===== src/chcfg_pkg.sv =====
// Package for the channel configuration register block.
// Assumes a 32-bit AHB-Lite bus with one aligned word per register.
package chcfg_pkg;

  // ==========================================================
  // Register map
  localparam logic [7:0] cfg_offset = 8'h00;
  localparam logic [15:0] cfg_reset = 16'h0000;
  localparam logic [15:0] cfg_wmask = 16'hffc7;

  // ==========================================================
  // Field layout
  localparam int phase_lsb  = 6;
  localparam int phase_msb  = 15;
  localparam int bypass_bit = 2;
  localparam int sel_msb    = 1;
  localparam int sel_lsb    = 0;

  // ==========================================================
  // Input selector codes
  typedef enum logic [1:0] {
    sel_pins   = 2'h0,
    sel_short  = 2'h1,
    sel_pos_dc = 2'h2,
    sel_neg_dc = 2'h3
  } input_sel_type;

  localparam logic [1:0] htrans_nonseq = 2'h2;
  localparam logic [1:0] htrans_seq    = 2'h3;

  // Channel controls as seen by the analog side
  typedef struct packed {
    logic [9:0]    ch_phase_delay;
    logic          ch_global_setting_a_bypass;
    input_sel_type ch_input_select;
  } ch_ctrl_type;

  // Decoded input routing, one-hot
  typedef struct packed {
    logic pins;
    logic shorted;
    logic pos_dc;
    logic neg_dc;
  } route_type;

  typedef struct packed {
    logic [15:0] cfg;
    logic        wr_pend;
    logic [7:0]  wr_addr;
    logic [31:0] hrdata;
    route_type   route;
    logic        global_setting_a_on;
  } state_type;

endpackage

===== src/adc_channel_config_register.sv =====
// AHB-Lite slave holding one channel configuration register.
// Assumes a single master; responses are always OKAY, zero wait.
`timescale 1ns/1ns

module adc_channel_config_register (
  // Clock and reset
  input  wire logic         hclk,
  input  wire logic         hresetn,
  // AHB-Lite slave
  input  wire logic         hsel,
  input  wire logic [7:0]   haddr,
  input  wire logic [1:0]   htrans,
  input  wire logic         hwrite,
  input  wire logic [2:0]   hsize,
  input  wire logic [31:0]  hwdata,
  input  wire logic         hready,
  output logic              hreadyout,
  output logic              hresp,
  output logic [31:0]       hrdata,
  // Global filter setting from the device core
  input  wire logic         global_setting_a,
  // Channel controls
  output chcfg_pkg::ch_ctrl_type ch_ctrl,
  output chcfg_pkg::route_type   ch_route,
  output logic                   ch_global_setting_a_on
);

  // ==========================================================
  // Helpers
  function automatic chcfg_pkg::route_type decode_sel(
    input logic [1:0] code);
    chcfg_pkg::route_type r;
    r = '0;
    unique case (chcfg_pkg::input_sel_type'(code))
      chcfg_pkg::sel_pins:   r.pins = 1'b1;
      chcfg_pkg::sel_short:  r.shorted = 1'b1;
      chcfg_pkg::sel_pos_dc: r.pos_dc = 1'b1;
      chcfg_pkg::sel_neg_dc: r.neg_dc = 1'b1;
    endcase
    return r;
  endfunction

  function automatic logic hit(input logic [7:0] a);
    return a == chcfg_pkg::cfg_offset;
  endfunction

  // Address phase taken this edge; NONSEQ and SEQ both have bit 1 set
  function automatic logic is_req(
    input logic       sel,
    input logic       rdy,
    input logic [1:0] trans);
    return sel && rdy && trans[1];
  endfunction

  // ==========================================================
  // State
  chcfg_pkg::state_type s_q;
  chcfg_pkg::state_type s_d;
  logic                 req;
  logic [15:0]          cfg_d;

  assign req = is_req(hsel, hready, htrans);

  always_comb begin
    s_d = s_q;
    cfg_d = s_q.cfg;
    // ========================================================
    // Write path
    // Write data arrives one cycle after its address phase, so the
    // pending flag and address decide the store.
    if (s_q.wr_pend && hit(s_q.wr_addr)) begin
      // Reserved bits are dropped here rather than stored
      cfg_d = hwdata[15:0] & chcfg_pkg::cfg_wmask;
    end
    s_d.cfg = cfg_d;
    s_d.wr_pend = req && hwrite;
    s_d.wr_addr = haddr;
    // ========================================================
    // Read path
    if (req && !hwrite) begin
      // A read right after a write sees the new word, since cfg_d
      // already holds it; unmapped words read zero.
      s_d.hrdata = hit(haddr) ? {16'h0000, cfg_d} : 32'h0000_0000;
    end
    // ========================================================
    // Analog-side controls, registered so they change together
    s_d.route = decode_sel(cfg_d[chcfg_pkg::sel_msb:chcfg_pkg::sel_lsb]);
    // The bypass only ever turns the filter off; it cannot force it on
    s_d.global_setting_a_on = global_setting_a
                     && !cfg_d[chcfg_pkg::bypass_bit];
  end

  always_ff @(posedge hclk or negedge hresetn) begin
    if (!hresetn) begin
      s_q <= '{cfg:        chcfg_pkg::cfg_reset,
               wr_pend:    1'b0,
               wr_addr:    8'h00,
               hrdata:     32'h0000_0000,
               route:      '{pins: 1'b1, default: 1'b0},
               global_setting_a_on: 1'b0};
    end else begin
      s_q <= s_d;
    end
  end

  // ==========================================================
  // Outputs
  assign hreadyout = 1'b1;
  assign hresp     = 1'b0;
  assign hrdata    = s_q.hrdata;
  // Field order of the control bundle follows the register, msb first
  assign ch_ctrl   = chcfg_pkg::ch_ctrl_type'({
    s_q.cfg[chcfg_pkg::phase_msb:chcfg_pkg::phase_lsb],
    s_q.cfg[chcfg_pkg::bypass_bit],
    s_q.cfg[chcfg_pkg::sel_msb:chcfg_pkg::sel_lsb]});
  assign ch_route  = s_q.route;
  assign ch_global_setting_a_on = s_q.global_setting_a_on;
endmodule


===== config.mk =====
export PLATFORM = sky130hd
export DESIGN_NAME = adc_channel_config_register
export DESIGN_NICKNAME = d
export VERILOG_FILES = /design/src/chcfg_pkg.sv /design/src/adc_channel_config_register.sv
export SDC_FILE = /design/constraint.sdc
export NUM_CORES = 1
export LEC_CHECK = 0
export ABC_AREA = 1
export BUFFER_PORTS_ARGS = -buffer_cell sky130_fd_sc_hd__buf_4
export CAP_MARGIN = 20
export CORE_ASPECT_RATIO = 2
export CORE_UTILIZATION = 51
export CTS_CLUSTER_SIZE = 28
export DETAILED_ROUTE_END_ITERATION = 10
export PLACE_DENSITY = 0.85
export REMOVE_ABC_BUFFERS = 1
export SKIP_CTS_REPAIR_TIMING = 1
export SLEW_MARGIN = 0
export SYNTH_ARGS = -nofsm -noshare
export SYNTH_HDL_FRONTEND = slang
export SYNTH_SLANG_ARGS = --single-unit

===== constraint.sdc =====
create_clock -name hclk -period 1.9 [get_ports hclk]
set_input_delay 0.095 -clock hclk [delete_from_list [all_inputs] [get_ports hclk]]
set_output_delay 0.095 -clock hclk [all_outputs]
set_load 0.05 [all_outputs]

After elaboration in Yosys (flattened, before gate mapping)
Cells that the tools add are included.

word-level totals
  register bits = 62
  bits in latches = 0
  memory bits (writable) = 0
  bits in read-only memories = 0
  bits of input ports = 51
  output and inout bits = 52
  word-level logic and storage cells = 29
  memories = 0

operators by class
  add/sub/neg operators = 0
  $mul = 0
  divide/modulo/power cells = 0
  order comparisons = 0
  equal/unequal tests = 3
  shift operators = 0
  muxes and demuxes = 6
  bitwise logic cells = 0
  reduce and logical (&&, ||, !) cells = 11

operators by type and width
  operator            count
  $mux 16             2
  $logic_not 8->1     2
  $logic_and 1x1->1   6
  $eq 2x2->1 const B  2
  $mux 1              4
  $eq 2x1->1 const B  1
  $logic_not 1->1     2
  $logic_not 2->1     1

Logic depth before layout (Yosys ltp)
  word-level depth = 5
  depth in mapped cells = 8
  gate-level depth less buffers = 7

Worst setup path after synthesis
No wires, ideal clock.

  path kind = reg2reg
  start = reg s_q[37] in the netlist's numbering
  end = reg s_q (netlist bit ch_ctrl[10])
  library setup time = 119 ps
  arrival = 1,052 ps
  data required time = 1,781 ps
  setup slack = 729 ps
  cell stages (with the launch flop) = 7
  path buffers = 1
  period minus slack after synthesis = 1,171 ps
  cells stage by stage = dfrtp_1 nor2_1 nand2_2 nor2_4 buf_8 nand3_2 and2_1

on the way
  cells in the longest elaborated chain, start to end = 3

ends and longest elaborated chain
  item                    RTL line                           text
  from (decl)             adc_channel_config_register.sv:57  chcfg_pkg::state_type s_q;
  from (signal assigned)  adc_channel_config_register.sv:95  s_q <= '{cfg: chcfg_pkg::cfg_reset,
  $logic_not 8->1         adc_channel_config_register.sv:44  return a == chcfg_pkg::cfg_offset;
  $logic_and 1x1->1       adc_channel_config_register.sv:71  if (s_q.wr_pend && hit(s_q.wr_addr)) begin
  $mux 16                 adc_channel_config_register.sv:71
  via cfg_d[13]           adc_channel_config_register.sv:60  logic [15:0] cfg_d;

The timed path passes the listed nets, and every way through them passes these cells.
A chain may end at the register's enable or synchronous reset.

Worst setup path in the final report
  start = in haddr[5]
  end = reg s_q (netlist bit hrdata[9])

on the way
  cells in the longest elaborated chain, start to end = 2

ends and longest elaborated chain
  item             RTL line                           text
  from (decl)      adc_channel_config_register.sv:11  input wire logic [7:0] haddr,
  $logic_not 8->1  adc_channel_config_register.sv:44
  $mux 16          adc_channel_config_register.sv:83  s_d.hrdata = hit(haddr) ? {16'h0000, cfg_d} : 32'h0000_0000;

Every way passes these cells.

==> out/qor.txt <==
==============================================================================
Final period utilization ........................................        0.767
Final count of pins violating max slew ..........................            0
Number of distinct library cells after synthesis ................           20
Core Util, Final ................................................        0.605
Library cell appearing most often on the critical path ..........      nand2_1
DRC violations left .............................................            0
Post-Synthesis Cell Area ........................................     2410 um2
Ant. Diodes .....................................................            0
Comb pwr share ..................................................        0.132
Clock transition at the registers of the reported paths .........      0.08 ns
Final HPWL from detailed placement ..............................      3.01 mm
Timing-limited maximum frequency ................................      686 MHz
Number of port buffers ..........................................           61
Iteration count of the initial detailed-routing pass ............            4
Setup slack of the critical path after layout ...................     0.442 ns
Cell depth of the worst min-delay path ..........................            3
Count of nets left with antenna violations after detail routing .            0
Worst hold path type ............................................ primary input to flop
Width of the chip ...............................................      50.6 um
Post-DR wirelength/cell .........................................      11.7 um
Overall track demand over capacity in global routing ............        0.186
Cell Pwr Density ................................................   656 nW/um2
Via count .......................................................        1,705
Maximum number of pins on one net before global-route repair ....           47
Largest fanout on the critical path .............................           16
Post-Synthesis Mean Instance Area ...............................     8.64 um2
Worst-path cell chain ........................................... dlygate4sd3_1 > buf_4 > nor2_1 > and2_0 > nand2_1 > nor2_4 > nand3_1 > nand2_1
Number of maximum-capacitance violations ........................            0
Internal Power ..................................................      1.34 mW
Count of yosys warnings during synthesis ........................            0
P_leak ..........................................................      1.56 nW
Initial antenna violation count .................................            0
Number of primary I/O pins ......................................          103
Transition time at the pin with the least slew margin ...........     0.560 ns
CP max stage delay ..............................................      0.56 ns
First-pass GRT wire length ......................................      7.06 mm
Row Count .......................................................           35
Clock sink count ................................................           46
Layout overhead on the synthesized area .........................        14.4%
Floorplan core area .............................................     4550 um2
Setup violations, final .........................................            0
Total global routing overflow ...................................            0
Clock insertion delay at the later pin of the skew report .......      0.28 ns
Hold violation total from the final report ......................            0
Post-synthesis sequential element count .........................           46
Nature of the critical path endpoint ............................         flop
Total routed wirelength .........................................      4.36 mm
Switching power .................................................     0.464 mW
Initial detailed-routing violation count ........................           25
Classification of the worst setup path .......................... primary input to flop
Total area of multi-input combinational cells ...................      736 um2
Gate count after technology mapping .............................          279
Vertical die dimension ..........................................      99.2 um
Vias per inst ...................................................         4.58
Clock Path Buffers ..............................................            2
Setup repair after global routing missed its margin .............        false
Net total in the final layout ...................................          369
Clock buffers created by TritonCTS ..............................            5
Sequential cell area ............................................     1150 um2
Via count of the first global-routing pass ......................        1,662
Area of the die .................................................     5020 um2
Portion of total power attributed to sequential cells ...........        0.554
Switching power share of the total ..............................        0.257
Total negative slack ............................................         0 ns
Share of total power in the clock network .......................        0.314
Starting utilization of the core area ...........................        0.529
Worst slack, placed .............................................     0.479 ns
Number of levels the H-tree was split into ......................            2
Global placer's final weighted congestion .......................        0.820
Maximum vdd ir drop .............................................       447 uV
Clock tree from TritonCTS .......................................          yes
Final Critical Period ...........................................      1.46 ns
Fillers .........................................................          401
Required arrival time at the worst endpoint .....................      2.13 ns
Arrival time reported for the critical path endpoint ............      1.69 ns
Master of the slowest instance on the critical path ............. dlygate4sd3_1
Outcome ......................................................... complete, no violations
Relative slew slack .............................................        0.627
Sequential-to-total area share from yosys stat ..................        0.478
Logic depth of the worst register-to-register path ..............            5
Layout cell share with drive strength beyond 1 ..................        0.281
Clk root buf ....................................................     clkbuf_8
Startpoint class of the critical path ........................... primary input
Final clock skew ................................................   0.00249 ns
==============================================================================
## flip-flops by register name, indices dropped and copies added, names as in the netlist
register / count
hrdata: 16
ch_global_setting_a_on: 1
ch_ctrl: 13
s_q: 12
ch_route: 4
## metrics by stage
step | std cells | area [um2] | hold slack (ns) | power, mW
after CTS | 363 | 2670 | -0.188 | 1.81
after floorplan | 239 | 2040 | -0.201 | 1.16
after global routing | 372 | 2760 | 0.0351 | 1.89
final | 372 | 2760 | 0.0245 | 1.81
after detailed placement | 357 | 2580 | 0.125 | 1.24
after global placement | 357 | 2580 | 0.120 | 1.24
## cells in the mapped netlist, drive strengths merged
cell type,instances,area (um2)
nand4,1,21.3
dfstp,1,26.3
nor2,25,121
buf,55,424
and2,11,68.8
clkbuf,1,3.75
inv,41,154
conb,2,7.51
nand2,67,256
o21ai,1,5.00
nand3,29,195
dfrtp,45,1130
## final timing paths
| path | from | endpoint | slack [ns] |
|---|---|---|---|
| worst min register to register | hrdata[3]$_DFFE_PN0P_ | hrdata[3]$_DFFE_PN0P_ | 0.49 |
| min in group asynchronous | hresetn | s_q[41]$_DFF_PN0_ | 0.34 |
| max in group asynchronous | hresetn | hrdata[8]$_DFFE_PN0P_ | 1.18 |
| worst max-delay path | haddr[5] | hrdata[9]$_DFFE_PN0P_ | 0.44 |
| worst max register to register | s_q[42]$_DFF_PN0_ | ch_ctrl[12]$_DFF_PN0_ | 0.47 |
| worst min-delay path | global_setting_a | ch_global_setting_a_on$_DFF_PN0_ | 0.02 |
## area by class of cell
| class | count | area share |
|---|---|---|
| Sequential cell | 46 | 0.418 |
| Tap cell | 55 | 0.0250 |
| Inverter | 41 | 0.0558 |
| Timing Repair Buffer | 72 | 0.204 |
| Clock buffer | 6 | 0.0300 |
| Multi-Input combinational cell | 152 | 0.267 |
## worst max-delay path, delay by kind of cell
family,cells,cell delay [ns]
buffers and inverters,2,0.71
AND/OR/NAND/NOR,6,0.87
## power groups by stage
stage | logic, mW | registers [mW] | clock network, mW
6_report | 0.238 | 1.00 | 0.567
5_1_grt | 0.256 | 1.00 | 0.631
4_1_cts | 0.224 | 1.00 | 0.585
3_5_place_dp | 0.223 | 1.02 | 0
3_3_place_gp | 0.220 | 1.02 | 0
2_1_floorplan | 0.115 | 1.04 | 0
## kinds of logic after synthesis
logic type | count (synthesis) | share of synthesized area
flops | 46 | 0.478
other cells | 2 | 0.00312
buf+inv | 97 | 0.241
simple gates | 133 | 0.275
compound gates | 1 | 0.00207
## per-layer routing
metal  vias up  routed length [um]  track usage
li1        839                   -            -
met4         0                 118       0.0919
met2        71                2460        0.343
met5         -                   0            0
met3        11                 222       0.0275
met1       784                1560        0.198
## placed cells by master (no fill, tap or decap)
| master | n |
|---|---|
| nand2_1 | 65 |
| buf_4 | 63 |
| dfrtp_1 | 45 |
| inv_1 | 40 |
| nor2_1 | 20 |
| nand3_1 | 19 |
| conb_1 | 18 |
| nand3_2 | 10 |
| and2_1 | 10 |
| dlygate4sd3_1 | 9 |
| clkbuf_8 | 6 |
| nor2_4 | 3 |
| nand2_2 | 2 |
| nor2_2 | 2 |
| inv_2 | 1 |
| o21ai_1 | 1 |
| nand4_4 | 1 |
| and2_0 | 1 |
| dfstp_2 | 1 |
Note: power is estimated with default switching activity, not from simulation.
